$ cat config.mk
export PLATFORM = sky130hd
export DESIGN_NAME = orrot_core
export DESIGN_NICKNAME = d
export VERILOG_FILES = /design/src/pkg/orrot_pkg.sv /design/src/hdl/orrot_alu.sv /design/src/hdl/orrot_core.sv
export VERILOG_INCLUDE_DIRS = /design/src /design/src/pkg
export SDC_FILE = /design/constraint.sdc
export NUM_CORES = 1
export LEC_CHECK = 0
export ABC_AREA = 1
export BUFFER_PORTS_ARGS = -buffer_cell sky130_fd_sc_hd__buf_4
export CORE_UTILIZATION = 30
export CTS_CLUSTER_DIAMETER = 50
export DETAILED_ROUTE_END_ITERATION = 10
export SLEW_MARGIN = 20
export SYNTH_ARGS = -nofsm -noshare
export SYNTH_HDL_FRONTEND = slang
export SYNTH_SLANG_ARGS = --single-unit
export TNS_END_PERCENT = 50
$ cat constraint.sdc
create_clock -name clk_sys -period 5.15 [get_ports clk_sys]
set_clock_uncertainty 0.05 [all_clocks]
set_input_delay 0.7725 -clock clk_sys [delete_from_list [all_inputs] [get_ports clk_sys]]
set_output_delay 0.7725 -clock clk_sys [all_outputs]
set_load 0.02 [all_outputs]
$ cat src/pkg/orrot_consts.svh
// Constants for the OR, return and rotate execution block
`ifndef ORROT_CONSTS_SVH
`define ORROT_CONSTS_SVH
`define ORROT_DATA_W 8
`define ORROT_ADDR_W 8
`define ORROT_PC_W 13
`define ORROT_STACK_DEPTH 8
`define ORROT_PC_RESET 13'h0000
`define ORROT_IRQ_VECTOR 13'h0004
`define ORROT_PC_STEP 13'h0001
`define ORROT_BYTE_ZERO 8'h00
`define ORROT_MSB 7
`define ORROT_LSB 0
`endif

$ cat src/pkg/orrot_pkg.sv
// Types shared by the OR, return and rotate execution block
`include "orrot_consts.svh"
package orrot_pkg;
  typedef enum logic [4:0] {
    ORROT_OP_NOP,
    ORROT_OP_OR_MEM,
    ORROT_OP_OR_IMM,
    ORROT_OP_OR_INTO_MEMORY,
    ORROT_OP_SUBROUTINE_EXIT,
    ORROT_OP_RET_IMM,
    ORROT_OP_INTERRUPT_EXIT,
    ORROT_OP_ROTATE_LEFT_IN_PLACE,
    ORROT_OP_ROTATE_LEFT_TO_ACC,
    ORROT_OP_ROTATE_LEFT_THROUGH_CF,
    ORROT_OP_ROTATE_LEFT_CF_TO_ACC,
    ORROT_OP_ROTATE_RIGHT_IN_PLACE,
    ORROT_OP_ROTATE_RIGHT_TO_ACC,
    ORROT_OP_ROTATE_RIGHT_THROUGH_CF,
    ORROT_OP_BIT_CLEAR,
    ORROT_OP_CALL
  } orrot_op_t;

  typedef enum logic {
    ORROT_ST_RUN,
    ORROT_ST_DUMMY
  } orrot_state_t;

  typedef struct packed {
    logic valid;
    orrot_op_t op;
    logic [`ORROT_ADDR_W-1:0] addr;
    logic [`ORROT_DATA_W-1:0] imm;
    logic [2:0] bit_sel;
    logic [`ORROT_PC_W-1:0] target;
  } orrot_instr_t;

  typedef struct packed {
    logic we;
    logic [`ORROT_ADDR_W-1:0] addr;
    logic [`ORROT_DATA_W-1:0] data;
  } orrot_memwr_t;

  typedef struct packed {
    logic acc_we;
    logic [`ORROT_DATA_W-1:0] acc;
    logic mem_we;
    logic [`ORROT_DATA_W-1:0] mem;
    logic cf;
    logic zf;
  } orrot_alu_res_t;
endpackage

$ cat src/hdl/orrot_alu.sv
// Combinational result logic for OR, rotate and bit-clear operations
`timescale 1ns/10ps
`include "orrot_consts.svh"
module orrot_alu (
  // Operation
  input wire orrot_pkg::orrot_op_t op,
  input wire logic [2:0] bit_sel,
  // Operands
  input wire logic [`ORROT_DATA_W-1:0] acc,
  input wire logic [`ORROT_DATA_W-1:0] mem,
  input wire logic [`ORROT_DATA_W-1:0] imm,
  input wire logic cf,
  input wire logic zf,
  // Result
  output orrot_pkg::orrot_alu_res_t res
);
  function automatic logic [`ORROT_DATA_W-1:0] rot_l(input logic [`ORROT_DATA_W-1:0] v, input logic fill);
    rot_l = {v[`ORROT_MSB-1:`ORROT_LSB], fill};
  endfunction

  function automatic logic [`ORROT_DATA_W-1:0] rot_r(input logic [`ORROT_DATA_W-1:0] v, input logic fill);
    rot_r = {fill, v[`ORROT_MSB:`ORROT_LSB+1]};
  endfunction

  logic [`ORROT_DATA_W-1:0] or_acc;
  logic [`ORROT_DATA_W-1:0] bit_mask;

  always_comb begin
    or_acc = acc | mem;
    bit_mask = ~(`ORROT_DATA_W'(1) << bit_sel);
    res.acc_we = 1'b0;
    res.acc = acc;
    res.mem_we = 1'b0;
    res.mem = mem;
    res.cf = cf;
    res.zf = zf;
    case (op)
      orrot_pkg::ORROT_OP_OR_MEM: begin
        res.acc_we = 1'b1;
        res.acc = or_acc;
        res.zf = (or_acc == `ORROT_BYTE_ZERO);
      end
      orrot_pkg::ORROT_OP_OR_IMM: begin
        res.acc_we = 1'b1;
        res.acc = acc | imm;
        res.zf = ((acc | imm) == `ORROT_BYTE_ZERO);
      end
      orrot_pkg::ORROT_OP_OR_INTO_MEMORY: begin
        res.mem_we = 1'b1;
        res.mem = or_acc;
        res.zf = (or_acc == `ORROT_BYTE_ZERO);
      end
      orrot_pkg::ORROT_OP_ROTATE_LEFT_IN_PLACE: begin
        res.mem_we = 1'b1;
        res.mem = rot_l(mem, mem[`ORROT_MSB]);
      end
      orrot_pkg::ORROT_OP_ROTATE_LEFT_TO_ACC: begin
        res.acc_we = 1'b1;
        res.acc = rot_l(mem, mem[`ORROT_MSB]);
      end
      orrot_pkg::ORROT_OP_ROTATE_LEFT_THROUGH_CF: begin
        res.mem_we = 1'b1;
        res.mem = rot_l(mem, cf);
        res.cf = mem[`ORROT_MSB];
      end
      orrot_pkg::ORROT_OP_ROTATE_LEFT_CF_TO_ACC: begin
        res.acc_we = 1'b1;
        res.acc = rot_l(mem, cf);
        res.cf = mem[`ORROT_MSB];
      end
      orrot_pkg::ORROT_OP_ROTATE_RIGHT_IN_PLACE: begin
        res.mem_we = 1'b1;
        res.mem = rot_r(mem, mem[`ORROT_LSB]);
      end
      orrot_pkg::ORROT_OP_ROTATE_RIGHT_TO_ACC: begin
        res.acc_we = 1'b1;
        res.acc = rot_r(mem, mem[`ORROT_LSB]);
      end
      orrot_pkg::ORROT_OP_ROTATE_RIGHT_THROUGH_CF: begin
        res.mem_we = 1'b1;
        res.mem = rot_r(mem, cf);
        res.cf = mem[`ORROT_LSB];
      end
      orrot_pkg::ORROT_OP_BIT_CLEAR: begin
        res.mem_we = 1'b1;
        res.mem = mem & bit_mask;
      end
      orrot_pkg::ORROT_OP_RET_IMM: begin
        res.acc_we = 1'b1;
        res.acc = imm;
      end
      default: begin
        res.acc_we = 1'b0;
      end
    endcase
  end
endmodule

$ cat src/hdl/orrot_core.sv
// Execution core for OR, return, rotate and bit-clear instructions
//
// Overview of operation
// - No-operation changes nothing, just advances.
// - OR memory into accumulator, update zero.
// - OR immediate into accumulator, update zero.
// - OR accumulator into memory, zero only.
// - Subroutine exit pops PC, flags untouched.
// - Return also loads immediate into accumulator.
// - Interrupt exit pops PC, sets master enable.
// - Pending interrupt served before resuming program.
// - Rotate memory left in place, no flags.
// - Left rotation into accumulator, memory kept.
// - Left through carry, stored to memory.
// - Left through carry into accumulator, carry updated.
// - Rotate memory right in place, no flags.
// - Right rotation into accumulator, memory kept.
// - Right through carry, stored to memory.
// - Bit clear zeroes one memory bit.
`timescale 1ns/10ps
`include "orrot_consts.svh"
module orrot_core #(
  parameter int STACK_DEPTH = `ORROT_STACK_DEPTH,
  parameter logic [`ORROT_PC_W-1:0] IRQ_VECTOR = `ORROT_IRQ_VECTOR
) (
  // Clock and reset
  input wire logic clk_sys,
  input wire logic rst,
  // Instruction issue
  input wire orrot_pkg::orrot_instr_t instr,
  output logic instr_ready,
  // Data memory
  input wire logic [`ORROT_DATA_W-1:0] mem_rd_data,
  output orrot_pkg::orrot_memwr_t mem_wr,
  // Interrupt
  input wire logic irq_pending,
  input wire logic mie_set,
  output logic irq_ack,
  // Architectural state
  output logic [`ORROT_PC_W-1:0] pc,
  output logic [`ORROT_DATA_W-1:0] acc,
  output logic carry_flag,
  output logic zero_flag,
  output logic master_interrupt_enable,
  output logic [$clog2(STACK_DEPTH)-1:0] stack_level
);
  localparam int SP_W = $clog2(STACK_DEPTH);

  orrot_pkg::orrot_state_t state_q, state_d;
  logic [`ORROT_PC_W-1:0] pc_q, pc_d;
  logic [`ORROT_PC_W-1:0] stack_q [STACK_DEPTH];
  logic [`ORROT_PC_W-1:0] stack_d [STACK_DEPTH];
  logic [SP_W-1:0] sp_q, sp_d;
  logic [`ORROT_DATA_W-1:0] acc_q, acc_d;
  logic cf_q, cf_d;
  logic zf_q, zf_d;
  logic mie_q, mie_d;
  logic ack_q, ack_d;
  orrot_pkg::orrot_memwr_t memwr_q, memwr_d;
  orrot_pkg::orrot_alu_res_t alu_res;
  logic [`ORROT_DATA_W-1:0] mem_operand;
  logic irq_take;
  logic take;
  logic [SP_W-1:0] sp_top;

  // Address of the instruction after the one now taken
  function automatic logic [`ORROT_PC_W-1:0] pc_next(input logic [`ORROT_PC_W-1:0] p);
    pc_next = p + `ORROT_PC_STEP;
  endfunction

  // Stack pointer moves wrap silently; no overflow trap in this block
  function automatic logic [SP_W-1:0] sp_push(input logic [SP_W-1:0] s);
    sp_push = s + SP_W'(1);
  endfunction

  function automatic logic [SP_W-1:0] sp_pop(input logic [SP_W-1:0] s);
    sp_pop = s - SP_W'(1);
  endfunction

  // Forward last write; the external memory lands it only at the next edge
  always_comb begin
    if (memwr_q.we && (memwr_q.addr == instr.addr)) begin
      mem_operand = memwr_q.data;
    end else begin
      mem_operand = mem_rd_data;
    end
  end

  orrot_alu u_alu (
    .op(instr.op),
    .bit_sel(instr.bit_sel),
    .acc(acc_q),
    .mem(mem_operand),
    .imm(instr.imm),
    .cf(cf_q),
    .zf(zf_q),
    .res(alu_res)
  );

  // Interrupt entry only at an instruction boundary, never during a dummy cycle
  assign irq_take = (state_q == orrot_pkg::ORROT_ST_RUN) && mie_q && irq_pending;
  assign instr_ready = (state_q == orrot_pkg::ORROT_ST_RUN) && !irq_take;
  assign take = instr_ready && instr.valid;
  assign sp_top = sp_pop(sp_q);

  // Flow group: sequencing, program counter, return stack and master enable
  always_comb begin
    state_d = state_q;
    pc_d = pc_q;
    stack_d = stack_q;
    sp_d = sp_q;
    mie_d = mie_q | mie_set;
    case (state_q)
      orrot_pkg::ORROT_ST_RUN: begin
        if (irq_take) begin
          stack_d[sp_q] = pc_q;
          sp_d = sp_push(sp_q);
          pc_d = IRQ_VECTOR;
          mie_d = 1'b0;
          state_d = orrot_pkg::ORROT_ST_DUMMY;
        end else if (take) begin
          pc_d = pc_next(pc_q);
          case (instr.op)
            orrot_pkg::ORROT_OP_SUBROUTINE_EXIT, orrot_pkg::ORROT_OP_RET_IMM: begin
              pc_d = stack_q[sp_top];
              sp_d = sp_top;
              state_d = orrot_pkg::ORROT_ST_DUMMY;
            end
            orrot_pkg::ORROT_OP_INTERRUPT_EXIT: begin
              pc_d = stack_q[sp_top];
              sp_d = sp_top;
              mie_d = 1'b1;
              state_d = orrot_pkg::ORROT_ST_DUMMY;
            end
            orrot_pkg::ORROT_OP_CALL: begin
              stack_d[sp_q] = pc_next(pc_q);
              sp_d = sp_push(sp_q);
              pc_d = instr.target;
              state_d = orrot_pkg::ORROT_ST_DUMMY;
            end
            default: begin
              state_d = orrot_pkg::ORROT_ST_RUN;
            end
          endcase
        end
      end
      orrot_pkg::ORROT_ST_DUMMY: begin
        // Dummy cycle while the new fetch address settles
        state_d = orrot_pkg::ORROT_ST_RUN;
      end
      default: begin
        state_d = orrot_pkg::ORROT_ST_RUN;
      end
    endcase
  end

  always_ff @(posedge clk_sys) begin
    if (rst) begin
      state_q <= orrot_pkg::ORROT_ST_RUN;
      pc_q <= `ORROT_PC_RESET;
      sp_q <= '0;
      mie_q <= 1'b0;
      for (int i = 0; i < STACK_DEPTH; i++) begin
        stack_q[i] <= `ORROT_PC_RESET;
      end
    end else begin
      state_q <= state_d;
      pc_q <= pc_d;
      sp_q <= sp_d;
      mie_q <= mie_d;
      stack_q <= stack_d;
    end
  end

  // Datapath group: results land only when an instruction is really taken
  always_comb begin
    acc_d = acc_q;
    cf_d = cf_q;
    zf_d = zf_q;
    memwr_d = '0;
    if (take) begin
      if (alu_res.acc_we) begin
        acc_d = alu_res.acc;
      end
      cf_d = alu_res.cf;
      zf_d = alu_res.zf;
      memwr_d.we = alu_res.mem_we;
      memwr_d.addr = instr.addr;
      memwr_d.data = alu_res.mem;
    end
  end

  always_ff @(posedge clk_sys) begin
    if (rst) begin
      acc_q <= `ORROT_BYTE_ZERO;
      cf_q <= 1'b0;
      zf_q <= 1'b0;
      memwr_q <= '0;
    end else begin
      acc_q <= acc_d;
      cf_q <= cf_d;
      zf_q <= zf_d;
      memwr_q <= memwr_d;
    end
  end

  // Acknowledge group: one-cycle pulse after interrupt entry
  always_comb begin
    ack_d = irq_take;
  end

  always_ff @(posedge clk_sys) begin
    if (rst) begin
      ack_q <= 1'b0;
    end else begin
      ack_q <= ack_d;
    end
  end

  assign mem_wr = memwr_q;
  assign irq_ack = ack_q;
  assign pc = pc_q;
  assign acc = acc_q;
  assign carry_flag = cf_q;
  assign zero_flag = zf_q;
  assign master_interrupt_enable = mie_q;
  assign stack_level = sp_q;
endmodule

* Word level (Yosys, flattened, before mapping)
Cells that the tools add are included.
** Cells by class
- Add/subtract/negate cells :: 3
- $lt $le $gt $ge :: 3
- Eq/ne operators :: 16
- Shift-type cells :: 1
- Mux-type cells :: 30
- Bitwise logic cells :: 9
- Reductions and logical operators :: 27
** Operators by type and width (count)
- 104-bit 2-to-1 mux :: 3
- 104-bit bitwise mux :: 2
- 13-bit 2-to-1 mux :: 5
- 9-bit case mux with 6 select lines :: 1
- 8-bit case mux with 6 select lines :: 1
- 5-bit by 4-bit == test with 1-bit output, second input constant :: 8
- 13-bit binary-select mux with 3-bit select :: 1
- 13-bit demux with 3-bit select :: 1
- 13-bit case mux with 2 select lines :: 1
- 5-bit by 3-bit == test with 1-bit output, second input constant :: 4
- 8-bit zero test :: 2
- 8-bit bitwise OR :: 2
- 13-bit by 1-bit adder with 13-bit output, second input constant :: 1
- 5-bit by 2-bit == test with 1-bit output, second input constant :: 2
- 3-bit AND reduction :: 3
- 8-bit bitwise AND :: 1
- 8-bit == test :: 1
- 4-bit greater-or-equal comparator, second input constant :: 2
- 1-bit 2-to-1 mux :: 8
- 8-bit 2-to-1 mux :: 1
- 3-bit inverter with 4-bit output :: 2
- 8-bit inverter :: 1
- 2-bit nonzero test :: 4
- 1-bit by 3-bit left shift with 8-bit output, first input constant :: 1
- 18 further kinds :: 31
** Storage, ports and cells
- Register bits after elaboration :: 150
- Input port bits :: 50
- Output and inout port bits :: 46
- Word-level logic and storage cells :: 108

* Longest topological paths before layout
- Depth in word-level cells :: 9
- Depth in mapped cells :: 16
- Gate-level depth less buffers :: 15

* Cells and area by module
Synthesis repeated with hierarchy kept, for this count alone.
** Second synthesis, totals
- Cells, all modules :: 1400
- Area, all modules :: 8795.9 um^2
** By module, submodules not included
- orrot_core :: instances 1, cells an instance 1086, area each 7395.8 um^2, sequential area each 3002.9 um^2
- orrot_alu :: instances 1, cells an instance 314, area each 1400.1 um^2, sequential area each 0.0 um^2

* Worst setup path before layout
OpenSTA, ideal clock, no wires.
- Path kind :: reg2reg
- From :: register sp_q[0], in the netlist stack_level[0]
- To :: register pc_q[3], in the netlist pc[3]
- Library setup time :: 0.119 ns
- Arrival :: 2.423 ns
- Required time :: 4.981 ns
- Slack :: 2.558 ns
- Stages on the path, launching flop included :: 13
- Path buffers :: 4
- Period minus slack after synthesis :: 2.592 ns
- Cells stage by stage :: dfxtp_1 buf_2 inv_1 buf_2 buf_1 ha_1 xnor2_1 inv_1 clkbuf_1 nor3_1 nor3_1 o21ai_0 nand2_1
** Between the ends
- Longest elaborated chain between the ends :: 8
** RTL lines
- start, declared :: line orrot_core.sv:53 : logic [SP_W-1:0] sp_q, sp_d;
- start signal, assigned :: line orrot_core.sv:169 : sp_q <= sp_d;
- 3-bit by 1-bit subtractor with 3-bit output :: line orrot_core.sv:77 : sp_pop = s - SP_W'(1);
- net sp_top[0] :: line orrot_core.sv:64 : logic [SP_W-1:0] sp_top;
- 3-bit inverter with 4-bit output (implied by the code) :: line orrot_core.sv:125, orrot_core.sv:130
- 13-bit binary-select mux with 3-bit select :: line orrot_core.sv:125, orrot_core.sv:130
- 13-bit 2-to-1 mux (implied by the code) (2 in series) :: line orrot_core.sv:125, orrot_core.sv:130
- 13-bit case mux with 2 select lines :: line orrot_core.sv:123 : case (instr.op)
- 13-bit 2-to-1 mux :: line orrot_core.sv:121 : end else if (take) begin
- 13-bit 2-to-1 mux :: line orrot_core.sv:115 : if (irq_take) begin
- end signal, assigned :: line orrot_core.sv:160 : pc_q <= `ORROT_PC_RESET;
- end signal, assigned :: line orrot_core.sv:168 : pc_q <= pc_d;
- end, declared :: line orrot_core.sv:50 : logic [`ORROT_PC_W-1:0] pc_q, pc_d;
The timed path passes the listed nets, and every way through them passes these cells. The select of a mux whose other input is x is not followed.
A chain may end at the register's enable or synchronous reset.

* Final worst setup path
- From :: register sp_q[0], in the netlist stack_level[0]
- To :: register pc_q[7], in the netlist pc[7]
** Between the ends
- Longest elaborated chain between the ends :: 8
** RTL lines (line)
- 3-bit by 1-bit subtractor with 3-bit output :: orrot_core.sv:77
- 3-bit inverter with 4-bit output (implied by the code) :: orrot_core.sv:125, orrot_core.sv:130
- 13-bit binary-select mux with 3-bit select :: orrot_core.sv:125, orrot_core.sv:130
- 13-bit 2-to-1 mux (implied by the code) (2 in series) :: orrot_core.sv:125, orrot_core.sv:130
- 13-bit case mux with 2 select lines :: orrot_core.sv:123
- 13-bit 2-to-1 mux :: orrot_core.sv:121
- 13-bit 2-to-1 mux :: orrot_core.sv:115
Every way passes these cells. The select of a mux whose other input is x is not followed.

==> results.toml <==
[cts]
cts_buffer_depth = 2
cts_max_level = 4
postCtsSetupBuffers = 0
hold_buffers = 0
numCtsBuffers = 17
cts.sinks = 150
clkTransAtPathRegs_ns = 0.06
clk_latency_ns = 0.43
ctsResizeCount = 0
cts_tree = "yes"
cts_root_buffer = "clkbuf_16"

[pwr]
power_frac_seq_pct = 40.7
p_per_area_nw_per_um2 = 316
sw_frac_of_total_pct = 29.5
vdd_drop_max_mv = 0.191
power_frac_clock_pct = 43.4
comb_power_share_pct = 15.9
p_int_mw = 2.10
power_mw = 2.98
p_switching_mw = 0.881
p_leak_nw = 4.17

[floorplanning]
ioPinCount = 96
dieHeight_um = 165
start_util_pct = 30.5
num_rows = 59
fp.coreArea_um2 = 26100
fp.dieW_um = 165
dieArea_um2 = 27200

[detailed_routing]
drt-initial-drc-count = 795
avgViaCountPerCell = 5.07
ant_nets = 0
dr.pass1.iters = 5
drc = 0
num_vias = 8036
drt-total-wl_um = 25300
wl_per_cell_um = 15.9

[setup_path]
r2r-end = "pc[7]$_SDFFE_PP0P_"
path_class = "reg -> reg"
worstPathMaxFanout = 59
worstPathArrival_ns = 3.32
cp.required_ns = 5.46
end_kind = "register"
reg2reg_slack_ns = 2.14
cp-start-kind = "register"
rr_worst_depth = 10
r2r_start = "stack_level[0]$_SDFFE_PP0P_"

[global_routing]
grt_usage_pct = 18.8
grt_start_max_net_pins = 71
grt_remaining_overflow = 0
grt_pass1_wl_um = 39400
grt_pass1_vias = 7171
grt_antenna_before_repair = 0

[yosys]
synth_top_cells_by_area = "dfxtp_1 (38%), o21ai_0 (9.8%), nand2_1 (8.5%)"
muxShareOfSynthArea_pct = 0
ys_warn_count = 0
synth-xor-area-share_pct = 1.32
synthArstFlopShare_pct = 0
syn_nets = 1228
synth_top_area_share_pct = 37.8
yosys.area_share.simple_pct = 23.9
postSynthAreaPerCell_um2 = 6.76
syn-cell-area_um2 = 7950
synth_seq_cells = 150
synth_compound_area_share_pct = 25.5
ys.flop_type = "dfxtp_1"
netlist_instances = 1175
synthAdderAreaFrac_pct = 0.472
synth_top_family_by_area = "compound AO/OA/AOI/OAI gates"
synth_cell_types = 42
synth_edf_count = 0
yosysSeqAreaShare_pct = 37.8
yosysTopAreaCell = "dfxtp_1"

[hold_path]
worstHoldPathCells = 2
hold_path_end = "stack_q[30]$_SDFFE_PP0P_"
holdCritStartpoint = "stack_q[30]$_SDFFE_PP0P_"
min_path_type = "reg -> reg"

[sta]
fin_ws_ns = 2.14
finalHoldViolations = 0
fin_tns_setup_ns = 0
tightestPinTransition_ns = 1.01
finalSetupViolCount = 0
maxSlewViolCount = 0
max-slew-margin-rel_pct = 32.1
timing.fmax_mhz = 332
finalCriticalPeriod_ns = 3.01
rsz0062_at_grt = "no"
hold_slack_ns = 0.393
post-route-period-util_pct = 58.5

[layout]
multi_input_area_um2 = 4070
seq_area_um2 = 3000
fin_nets = 1290
final_common_cell = "nand2_1"
syn_to_final_growth_pct = 18.7
layout_common_cells = "nand2_1 (180), o21ai_0 (156), dfxtp_1 (149), inv_1 (142), a21oi_1 (120)"
n_fill_cell = 2842
drive_gt1_share_pct = 13.4
insertedDiodeCount = 0
design_area_um2 = 9440

[placed_design]
preCtsSetupSlack_ns = 1.89
place_congestion = 0.959
io_buffers = 95
place_area_um2 = 8830
dp_hpwl_um = 18000

[status]
outcome = "finished clean"

[flow_run]
cap_violations = 0
==> synth_stat cells, types with 2 or more instances <==
cell,number
nand2_1,180
o21ai_0,156
dfxtp_1,150
inv_1,142
a21oi_1,120
nor2_1,118
nand3_1,82
clkbuf_1,35
o211ai_1,23
o21ai_1,23
o21a_1,18
nor3_1,17
buf_2,12
xor2_1,11
o221ai_1,10
inv_2,9
buf_6,8
nand2_4,8
nand4_1,7
nor2_2,7
a41oi_1,4
clkinv_1,3
ha_1,3
nand2_2,3
nand3b_1,3
a221oi_1,2
a31oi_1,2
buf_1,2
o22ai_1,2
o32ai_1,2
or2_2,2
==> how the worst max path moves through the flow <==
stage,to,from,slack (ns),cells after the start
global route,pc[7]$_SDFFE_PP0P_,stack_level[0]$_SDFFE_PP0P_,1.90,10
floorplan,pc[3]$_SDFFE_PP0P_,stack_level[0]$_SDFFE_PP0P_,2.56,12
finish,pc[7]$_SDFFE_PP0P_,stack_level[0]$_SDFFE_PP0P_,2.14,10
detailed placement,pc[8]$_SDFFE_PP0P_,instr[35],1.89,11
CTS,pc[7]$_SDFFE_PP0P_,stack_level[0]$_SDFFE_PP0P_,2.16,10
global placement,pc[8]$_SDFFE_PP0P_,instr[35],1.98,11
==> state kept, by name, summed over array words and instances (netlist names), 3 cells and up <==
register,cells
acc,8
mem_wr,17
pc,13
stack_level,3
stack_q,104
==> cells by family (layout without fill, tap and decap cells) <==
| logic type | count (synthesis) | in the layout |
|---|---|---|
| AOI/OAI and AO/OA | 367 | 367 |
| xor gates and xnor gates | 12 | 12 |
| adders and majority gates | 3 | 3 |
| buffers and inverters | 212 | 287 |
| DFF | 150 | 150 |
| and+or+nand+nor | 431 | 431 |
==> metal layers <==
metal / vias to the layer above / GRT usage (%) / part of all wire (%)
met5: - / 0 / 0
met2: 254 / 29.7 / 45
met1: 3715 / 26.3 / 48
met4: 0 / 4.71 / 1.5
met3: 28 / 3.19 / 5.9
li1: 4039 / - / -
==> layout make-up <==
cell class	count	area share [%]
multi-input combinational	813	43.1
sequential	150	31.8
timing repair buffer	100	7.95
inverter	155	6.20
clock buffer	21	4.98
tap	335	4.44
clock inverter	11	1.44
==> power groups by stage <==
stage / registers, mW / clock network (mW) / logic [mW]
after floorplan: 1.25 / 0 / 0.277
after global placement: 1.24 / 0 / 0.472
after detailed placement: 1.24 / 0 / 0.472
after CTS: 1.21 / 1.31 / 0.473
after global routing: 1.22 / 1.36 / 0.524
final: 1.21 / 1.29 / 0.475
==> critical path, stage by stage (launching register included) <==
cell and delay (ns):
dfxtp_2 0.31, buf_4 0.45, inv_1 0.13, ha_1 0.33
inv_1 0.58, o21ai_0 0.20, o221ai_1 0.35, nand3_1 0.18
nand2_1 0.15, nand3_1 0.09, o21ai_0 0.09
==> per-stage QoR <==
| stage | util [%] | instances |
|---|---|---|
| final | 36.2 | 1585 |
| after floorplan | - | 1175 |
| after global placement | 33.9 | 1553 |
| after CTS | 36.2 | 1585 |
| after global routing | 36.2 | 1585 |
| after detailed placement | 33.9 | 1553 |
No activity file was read; power rests on OpenSTA's default activity.
